File: src/rtc_core_cfg.svh
`ifndef RTC_CORE_CFG_SVH
`define RTC_CORE_CFG_SVH
// Function
// All bytes read/write; registers C and D read-only; register A bit 7 read-only. Bytes past register D read zero and ignore writes here.
// Freeze bit set stops time byte updates; host sets it before writing time.
// Format bit one selects binary, zero BCD; every update uses that format.
// Host rewrites date bytes after format change, hours after hour-mode change.
// In 12-hour mode hours top bit marks afternoon; value runs 1 to 12.
// Time bytes always accessible; advanced and alarm-checked once per second.
// Bytes 0..9 hold seconds, alarms, hours, weekday, date, month, year.
// Weekday 1..7, seconds and minutes 0..59, 24-hour hours 0..23.
// Register B bits 6,5,4 enable periodic, alarm, update-done interrupts.
// Enabling a source whose flag is already set asserts interrupt at once.
// Host should read register C before enabling sources to drop stale flags.
// Events set flags in register C regardless of enables.
// Reading register C clears all flags and the summary bit.
// Register C stays stable during a read; new events posted after it.
// Interrupt held low while any flag and its enable are set; C bit 7 mirrors it.
// Periodic rate chosen by register A rate bits, 500 ms to 122 us.
// Alarm fires when hours, minutes and seconds all match their alarm bytes.
// Alarm byte with top two bits set matches any value.
// Wildcards give hourly, per-minute or per-second alarms.
// Update-done flag set each update; interrupt only if enabled and not frozen.
// Oscillator off after reset; no timekeeping until software starts it.
// Register A bits 6..4: 010 runs, 11x holds divider reset, others stop.
// Reset clears enables, square-out enable, all flags, and releases interrupt.
// Update-pending bit rises 244 us before each update; freeze bit clears it.
// First update comes 500 ms after writing run pattern.
// Setting the freeze bit clears the update-done interrupt enable.
// Carries through date, month lengths, leap February, year; weekday daily.
// Second tick and periodic rates come from a binary chain off 32768 Hz.
`define SYS_CLK_HZ 100000000
`define OSC_CLK_HZ 32768
`define PHASE_W 27
`define BUC_US 244
`define NUM_TIME 10
`define ADDR_SEC 4'h0
`define ADDR_SEC_AL 4'h1
`define ADDR_MIN 4'h2
`define ADDR_MIN_AL 4'h3
`define ADDR_HR 4'h4
`define ADDR_HR_AL 4'h5
`define ADDR_WDAY 4'h6
`define ADDR_MDAY 4'h7
`define ADDR_MON 4'h8
`define ADDR_YEAR 4'h9
`define ADDR_A 8'h0A
`define ADDR_B 8'h0B
`define ADDR_C 8'h0C
`define ADDR_D 8'h0D
`define B_SET 7
`define B_PIE 6
`define B_AIE 5
`define B_UIE 4
`define B_SQUARE_OUT_ENABLE 3
`define B_DM 2
`define B_HR24 1
`define PM_BIT 7
`define OSC_RUN 3'h2
`define OSC_HOLD 2'h3
`define DIV_HALF 15'h4000
`define DIV_LAST 15'h7FFF
`define DIV_SPAN 32768
`define DONT_CARE 2'h3
`define SEC_LIM 8'h3C
`define MIN_LIM 8'h3C
`define HR_LIM 8'h18
`define WDAY_LIM 8'h07
`define MON_LIM 8'h0C
`define YEAR_LIM 8'h64
`define NOON 8'h0C
`define TEN 8'h0A
`define FEB 8'h02
`define REG_D_VAL 8'h00
`endif

File: src/rtc_types_pkg.sv
`include "rtc_core_cfg.svh"
package rtc_types_pkg;
  typedef struct packed {
    logic [2:0]                as_p;
    logic [2:0]                ds_n_p;
    logic [2:0]                rw_n_p;
    logic [2:0]                ce_n_p;
    logic [1:0][7:0]           ad_p;
    logic [7:0]                addr;
    logic [`NUM_TIME-1:0][7:0] tb;
    logic [2:0]                osc;
    logic [3:0]                rs;
    logic                      update_pending_flag;
    logic [7:0]                ctl_b;
    logic [2:0]                flags;
    logic [2:0]                pend;
    logic [14:0]               div;
    logic [`PHASE_W-1:0]       phase;
    logic [7:0]                ad_out;
    logic                      ad_oe_n;
    logic                      irq_level;
    logic                      irq_oe_n;
  } state_type;
endpackage

File: src/rtc_core.sv
`timescale 1ns/1ps
`include "rtc_core_cfg.svh"
module rtc_core #(
  parameter int SYS_HZ = `SYS_CLK_HZ,
  parameter int OSC_HZ = `OSC_CLK_HZ
) (
  input  wire logic       sys_clk_in,
  input  wire logic       resetn_in,
  input  wire logic [7:0] ad_in,
  output logic      [7:0] ad_out,
  output logic            ad_oe_n_out,
  input  wire logic       as_in,
  input  wire logic       ds_n_in,
  input  wire logic       rw_n_in,
  input  wire logic       ce_n_in,
  output logic            irq_out,
  output logic            irq_oe_n_out
);
  localparam logic [`PHASE_W-1:0] PH_INC = `PHASE_W'(OSC_HZ);
  localparam logic [`PHASE_W-1:0] PH_MOD = `PHASE_W'(SYS_HZ);
  localparam int LEAD = (`BUC_US * OSC_HZ + 999999) / 1000000;
  localparam logic [14:0] UIP_FROM = 15'(`DIV_SPAN - LEAD);

  rtc_types_pkg::state_type q;
  rtc_types_pkg::state_type n;
  logic       wr_end;
  logic       rd_on;
  logic       rd_end;
  logic       c_sel;
  logic       sec_tick;
  logic [2:0] ev;

  function automatic logic [7:0] to_bin(input logic [7:0] v, input logic bin);
    return bin ? v : 8'(v[7:4] * `TEN) + {4'h0, v[3:0]};
  endfunction

  function automatic logic [7:0] from_bin(input logic [7:0] v, input logic bin);
    logic [7:0] t;
    logic [7:0] u;
    t = v / `TEN;
    u = v % `TEN;
    return bin ? v : {t[3:0], u[3:0]};
  endfunction

  function automatic logic [7:0] hr_to24(input logic [7:0] h, input logic bin,
                                         input logic h24);
    logic [7:0] x;
    x = to_bin({1'b0, h[6:0]}, bin);
    if (h24) begin
      return to_bin(h, bin);
    end
    return (x == `NOON ? 8'h00 : x) + (h[`PM_BIT] ? `NOON : 8'h00);
  endfunction

  function automatic logic [7:0] hr_from24(input logic [7:0] x, input logic bin,
                                           input logic h24);
    logic [7:0] y;
    if (h24) begin
      return from_bin(x, bin);
    end
    y = (x >= `NOON) ? x - `NOON : x;
    if (y == 8'h00) begin
      y = `NOON;
    end
    y = from_bin(y, bin);
    return {x >= `NOON, y[6:0]};
  endfunction

  function automatic logic [7:0] month_days(input logic [7:0] m, input logic [7:0] y);
    case (m)
      `FEB:                       return (y[1:0] == 2'h0) ? 8'h1D : 8'h1C;
      8'h04, 8'h06, 8'h09, 8'h0B: return 8'h1E;
      default:                    return 8'h1F;
    endcase
  endfunction

  function automatic logic alarm_hit(input logic [7:0] al, input logic [7:0] t);
    return (al[7:6] == `DONT_CARE) || (al == t);
  endfunction

  function automatic logic [14:0] tap_mask(input logic [3:0] rs);
    case (rs)
      4'h0:    return 15'h0000;
      4'h1:    return 15'h007F;
      4'h2:    return 15'h00FF;
      default: return 15'((16'h0001 << (rs - 4'h1)) - 16'h0001);
    endcase
  endfunction

  function automatic logic [2:0] int_en(input logic [7:0] b);
    return {b[`B_PIE], b[`B_AIE], b[`B_UIE] & ~b[`B_SET]};
  endfunction

  always_comb begin
    logic       bin;
    logic       h24;
    logic       tick;
    logic       per_ev;
    logic       al_ev;
    logic       carry;
    logic [7:0] v;
    logic [7:0] wd;
    logic [7:0] rdata;
    logic [14:0] dnext;
    bin    = q.ctl_b[`B_DM];
    h24    = q.ctl_b[`B_HR24];
    tick   = 1'b0;
    per_ev = 1'b0;
    al_ev  = 1'b0;
    carry  = 1'b0;
    v      = 8'h00;
    wd     = q.ad_p[1];
    rdata  = 8'h00;
    dnext  = q.div + 15'h0001;
    n = q;
    n.as_p   = {q.as_p[1:0], as_in};
    n.ds_n_p = {q.ds_n_p[1:0], ds_n_in};
    n.rw_n_p = {q.rw_n_p[1:0], rw_n_in};
    n.ce_n_p = {q.ce_n_p[1:0], ce_n_in};
    n.ad_p   = {q.ad_p[0], ad_in};
    if (q.as_p[2] && !q.as_p[1]) begin
      n.addr = q.ad_p[1];
    end
    wr_end = !q.ce_n_p[1] && !q.rw_n_p[2] && q.rw_n_p[1];
    rd_on  = !q.ce_n_p[1] && !q.ds_n_p[1];
    rd_end = !q.ce_n_p[1] && !q.ds_n_p[2] && q.ds_n_p[1];
    c_sel  = q.addr == `ADDR_C;
    // oscillator phase and divider chain
    sec_tick = 1'b0;
    if (q.osc == `OSC_RUN || q.osc[2:1] == `OSC_HOLD) begin
      n.phase = q.phase + PH_INC;
      if (n.phase >= PH_MOD) begin
        n.phase = n.phase - PH_MOD;
        tick = 1'b1;
      end
    end
    if (q.osc[2:1] == `OSC_HOLD) begin
      n.div = 15'h0000;
    end else if (q.osc == `OSC_RUN && tick) begin
      n.div    = dnext;
      sec_tick = q.div == `DIV_LAST;
      per_ev   = (q.rs != 4'h0) && ((dnext & tap_mask(q.rs)) == 15'h0000);
    end
    n.update_pending_flag = (q.osc == `OSC_RUN) && (q.div >= UIP_FROM) && !q.ctl_b[`B_SET];
    // once-per-second update
    if (sec_tick && !q.ctl_b[`B_SET]) begin
      v = to_bin(q.tb[`ADDR_SEC], bin) + 8'h01;
      carry = v == `SEC_LIM;
      n.tb[`ADDR_SEC] = from_bin(carry ? 8'h00 : v, bin);
      if (carry) begin
        v = to_bin(q.tb[`ADDR_MIN], bin) + 8'h01;
        carry = v == `MIN_LIM;
        n.tb[`ADDR_MIN] = from_bin(carry ? 8'h00 : v, bin);
      end
      if (carry) begin
        v = hr_to24(q.tb[`ADDR_HR], bin, h24) + 8'h01;
        carry = v == `HR_LIM;
        n.tb[`ADDR_HR] = hr_from24(carry ? 8'h00 : v, bin, h24);
      end
      if (carry) begin
        v = to_bin(q.tb[`ADDR_WDAY], bin);
        n.tb[`ADDR_WDAY] = from_bin(v >= `WDAY_LIM ? 8'h01 : v + 8'h01, bin);
        v = to_bin(q.tb[`ADDR_MDAY], bin);
        carry = v >= month_days(to_bin(q.tb[`ADDR_MON], bin),
                                to_bin(q.tb[`ADDR_YEAR], bin));
        n.tb[`ADDR_MDAY] = from_bin(carry ? 8'h01 : v + 8'h01, bin);
      end
      if (carry) begin
        v = to_bin(q.tb[`ADDR_MON], bin);
        carry = v >= `MON_LIM;
        n.tb[`ADDR_MON] = from_bin(carry ? 8'h01 : v + 8'h01, bin);
      end
      if (carry) begin
        v = to_bin(q.tb[`ADDR_YEAR], bin) + 8'h01;
        n.tb[`ADDR_YEAR] = from_bin(v == `YEAR_LIM ? 8'h00 : v, bin);
      end
    end
    if (sec_tick) begin
      al_ev = alarm_hit(q.tb[`ADDR_SEC_AL], n.tb[`ADDR_SEC])
           && alarm_hit(q.tb[`ADDR_MIN_AL], n.tb[`ADDR_MIN])
           && alarm_hit(q.tb[`ADDR_HR_AL], n.tb[`ADDR_HR]);
    end
    ev = {per_ev, al_ev, sec_tick};
    // host writes win over the update in the same cycle
    if (wr_end) begin
      if (q.addr < 8'(`NUM_TIME)) begin
        n.tb[q.addr[3:0]] = wd;
      end else if (q.addr == `ADDR_A) begin
        n.osc = wd[6:4];
        n.rs  = wd[3:0];
        if (wd[6:4] == `OSC_RUN && q.osc != `OSC_RUN) begin
          n.div = `DIV_HALF;
        end
      end else if (q.addr == `ADDR_B) begin
        n.ctl_b = wd;
        if (wd[`B_SET]) begin
          n.ctl_b[`B_UIE] = 1'b0;
          n.update_pending_flag = 1'b0;
        end
      end
    end
    // status flags with read-to-clear and hold during a read
    if (rd_end && c_sel) begin
      n.flags = q.pend | ev;
      n.pend  = 3'h0;
    end else if (rd_on && c_sel) begin
      n.pend = q.pend | ev;
    end else begin
      n.flags = q.flags | ev;
    end
    n.irq_level = 1'b0;
    n.irq_oe_n  = ~|(n.flags & int_en(n.ctl_b));
    if (q.addr < 8'(`NUM_TIME)) begin
      rdata = q.tb[q.addr[3:0]];
    end else begin
      case (q.addr)
        `ADDR_A: rdata = {q.update_pending_flag, q.osc, q.rs};
        `ADDR_B: rdata = q.ctl_b;
        `ADDR_C: rdata = {~q.irq_oe_n, q.flags, 4'h0};
        `ADDR_D: rdata = `REG_D_VAL;
        default: rdata = 8'h00;
      endcase
    end
    n.ad_out  = rdata;
    n.ad_oe_n = ~rd_on;
  end

  always_ff @(posedge sys_clk_in or negedge resetn_in) begin
    if (!resetn_in) begin
      q <= '0;
      q.as_p     <= 3'h0;
      q.ds_n_p   <= 3'h7;
      q.rw_n_p   <= 3'h7;
      q.ce_n_p   <= 3'h7;
      q.ad_oe_n  <= 1'b1;
      q.irq_oe_n <= 1'b1;
    end else begin
      q <= n;
    end
  end

  assign ad_out       = q.ad_out;
  assign ad_oe_n_out  = q.ad_oe_n;
  assign irq_out      = q.irq_level;
  assign irq_oe_n_out = q.irq_oe_n;
endmodule

File: config.mk
export PLATFORM = sky130hd
export DESIGN_NAME = rtc_core
export DESIGN_NICKNAME = d
export VERILOG_FILES = /design/src/rtc_types_pkg.sv /design/src/rtc_core.sv
export VERILOG_INCLUDE_DIRS = /design/src
export SDC_FILE = /design/constraint.sdc
export NUM_CORES = 1
export LEC_CHECK = 0
export BUFFER_PORTS_ARGS = -buffer_cell sky130_fd_sc_hd__buf_2
export CAP_MARGIN = 0
export CORE_ASPECT_RATIO = 1.1
export CORE_MARGIN = 8
export CORE_UTILIZATION = 51
export DETAILED_ROUTE_END_ITERATION = 8
export PLACE_DENSITY = 0.67
export RECOVER_POWER = 100
export SETUP_SLACK_MARGIN = 0.15
export SLEW_MARGIN = 10
export SYNTH_ARGS = -nofsm -noshare
export SYNTH_HDL_FRONTEND = slang
export SYNTH_SLANG_ARGS = --single-unit
File: constraint.sdc
create_clock -name sys_clk_in -period 12.8 [get_ports sys_clk_in]
set_input_delay 1.92 -clock sys_clk_in [delete_from_list [all_inputs] [get_ports sys_clk_in]]
set_output_delay 1.92 -clock sys_clk_in [all_outputs]
set_load 0.02 [all_outputs]
==> flow_summary_export.csv <==
group,metric,value,unit
clock_network,cts_tree,"done",
worst_setup_path,r2r_start,"q[61]",
timing,fmax,85.8,MHz
final_layout,num_antenna_cells,0,
clock_network,clockBufferDepth,2,
synthesis,synth_top_area_share,24.2,%
worst_setup_path,cp.arrival,12.02,ns
synthesis,async_reset_ff_share,100,%
place,port_buffers,23,
detailed_routing,ant_nets,0,
global_routing,track_usage,23.7,%
synthesis,synth_warnings,0,
synthesis,syn-instance-count,2140,
synthesis,synth_area,17700,um^2
global_routing,antenna_found_initial,0,
power_and_ir_drop,ir_drop,0.110,mV
worst_setup_path,ff2ff_path_depth,40,
timing,rsz0062_at_grt,"false",
worst_setup_path,slowest_stage,"dfrtp_1",
detailed_routing,vias,16000,
clock_network,path_clk_slew,0.06,ns
worst_setup_path,critPathMaxFanout,45,
timing,hold_viol_final,0,
timing,tns,0,ns
place,dp_hpwl,36.8,mm
place,placed_cell_area,17900,um^2
worst_setup_path,crit_path_start_kind,"register",
timing,post-route-min-period,11.66,ns
power_and_ir_drop,powerDensity,118,nW/um^2
detailed_routing,highest_layer,"met4",
timing,slew_violations,283,
clock_network,cts-resized-gates,0,
status,violations,"max-capacitance violations, max-slew violations",
detailed_routing,wl_met3,2.15,mm
worst_setup_path,reg2reg_to,"irq_oe_n_out",
clock_network,ctsHoldBuffers,0,
detailed_routing,wl,49.1,mm
power_and_ir_drop,p_leak,7.84,nW
synthesis,synth_edf_count,0,
final_layout,final_area,18400,um^2
floorplanning,fp.dieW,193,um
detailed_routing,dr.pass1.iters,6,
global_routing,grt_max_degree,112,
synthesis,syn_nets,2265,
synthesis,yosys-top-cells-area,"dfrtp_1, ha_1, nand2_1",
floorplanning,initial_core_util,51.7,%
synthesis,synth.distinct_cells,133,
synthesis,syn_avg_cell_area,8.26,um^2
detailed_routing,via_per_inst,6.30,
synthesis,synth-seq-area-share,25.7,%
status,status,"complete, but fails checks",
worst_setup_path,criticalPathCategory,"register to register",
timing,fin_skew,0.0102,ns
detailed_routing,routedWlPerCell,19.3,um
floorplanning,rows,71,
worst_setup_path,cp_data_required_time,13.16,ns
global_routing,grt.overflow.total,0,
final_layout,stdcell_count,2542,
final_layout,nNetsFinal,2216,
timing,relSlewSlack,-304,%
detailed_routing,initialDrtViolationCount,1315,
detailed_routing,m1WireLength,21.2,mm
worst_setup_path,crit_start,"q[61]",
place,dp_cells,2510,
synthesis,synth_seq_cells,181,
place,gp_congestion,0.930,
final_layout,layout_common_cells,"nand2_1, nor2_1, a21oi_1",
worst_setup_path,end_kind,"register",
detailed_routing,drc,0,
global_routing,grt_pass1_vias,15400,
worst_setup_path,regToRegSetupSlack,1.14,ns
clock_network,cts_sinks,181,
clock_network,clockRootBuffer,"clkbuf_16",
clock_network,cts_buffers,17,
global_routing,grt_pass1_wl,80.4,mm
floorplanning,die_area,40900,um^2
synthesis,synthFlopType,"dfrtp_1",
clock_network,cts_setup_buffers,0,
clock_network,cts_max_level,4,
final_layout,layout-drive-gt1-share,9.79,%
worst_setup_path,crit_end,"irq_oe_n_out",
worst_setup_path,critPathMaxStageDelay,1.42,ns
floorplanning,ios,25,
timing,timing.final.crit_share,91.1,%
min_path,min_path_type,"register to register",
run,drv_cap,4,
timing,worst_pin_slew,6.05,ns
floorplanning,coreArea,34200,um^2
final_layout,nFillCells,3200,
timing,setup_viol,0,
detailed_routing,routed-wl-met2,24.4,mm
final_layout,final_common_cell,"nand2_1",
synthesis,yosysTopAreaCell,"dfrtp_1",
clock_network,clock_latency,0.44,ns
floorplanning,die_y,211,um
final_layout,area_growth,4.16,%
timing,hold-worst-slack,0.343,ns
## metrics by stage
step	setup slack (ns)	util [%]	total power [W]
global route	0.322	53.8	0.00231
finish	1.14	53.8	0.00217
floorplan	1.77	-	0.00142
CTS	1.59	54.0	0.00218
global placement	1.98	52.2	0.00160
detailed placement	1.62	52.2	0.00162
## worst min path at each step
stage	startpoint	end	slack, ns	cells after the start
6_report	n[173]	q[173]	0.34	0
5_1_grt	n[178]	q[178]	0.35	0
4_1_cts	n[173]	q[173]	0.35	0
3_5_place_dp	n[173]	q[173]	0.33	0
3_3_place_gp	n[171]	q[171]	0.33	0
2_1_floorplan	n[189]	n[190]	0.33	0
## kinds of logic after synthesis
family / count (synthesis) / share of synthesized area (%)
compound gates: 605 / 23.1
xor+xnor: 164 / 8.17
fa+ha+maj: 115 / 8.72
buf+inv: 188 / 5.24
flops: 181 / 25.7
mux: 115 / 8.18
other cells: 1 / 0.0212
simple gates: 771 / 20.8
## worst max-delay path: cells and delay by family, from the launching register on
family	cells	cell delay, ns
compound gates	15	3.46
mux	6	1.31
fa+ha+maj	5	1.48
simple gates	12	2.51
flops	1	1.42
buf+inv	2	1.36
## final cells by class
class | count | area (um^2) | area share (%)
multi-input cells | 1771 | 12200 | 66.3
flip-flops and latches | 181 | 4540 | 24.7
repair buffers | 41 | 206 | 1.12
clock inverters | 11 | 175 | 0.952
clock buffers | 21 | 440 | 2.39
inverters | 79 | 297 | 1.61
well taps | 438 | 548 | 2.98
## report_power, final
group	switching, W	internal (W)	leakage [nW]
combinational	0.000563	0.000397	5.15
clock	0.000226	0.000328	0.281
sequential	0.0000581	0.000600	2.41
## layer usage
metal | global-route usage, % | vias to the layer above
met2 | 42.3 | 481
met3 | 2.53 | 92
li1 | - | 7715
met1 | 29.6 | 7716
met4 | 8.18 | 0
met5 | 0 | -
## cells in the mapped netlist, types with 7 or more instances
master	instances
mux2i_1	39
nand2_1	251
nor4_1	12
o221ai_1	9
xor2_1	57
dfstp_2	10
a21o_1	23
xnor2_1	106
a211o_1	7
nand3_1	73
buf_4	9
clkbuf_8	7
o21ai_0	139
buf_6	10
clkbuf_1	66
a211oi_1	21
buf_1	8
inv_1	76
a31oi_1	27
mux4_2	16
mux2_2	57
a221oi_1	8
o21a_1	10
or3_1	22
nor3_1	57
nand2b_1	22
nor2b_1	13
o211a_1	7
o21ai_1	9
fa_1	15
and3_1	17
o211ai_1	23
or4_1	7
a222oi_1	9
a22oi_1	13
nor2_1	214
nand4_1	15
o31ai_1	12
a21oi_1	173
o311ai_0	8
dfrtp_1	171
o22ai_1	9
ha_1	96
Note: power is estimated with default switching activity, not from simulation.
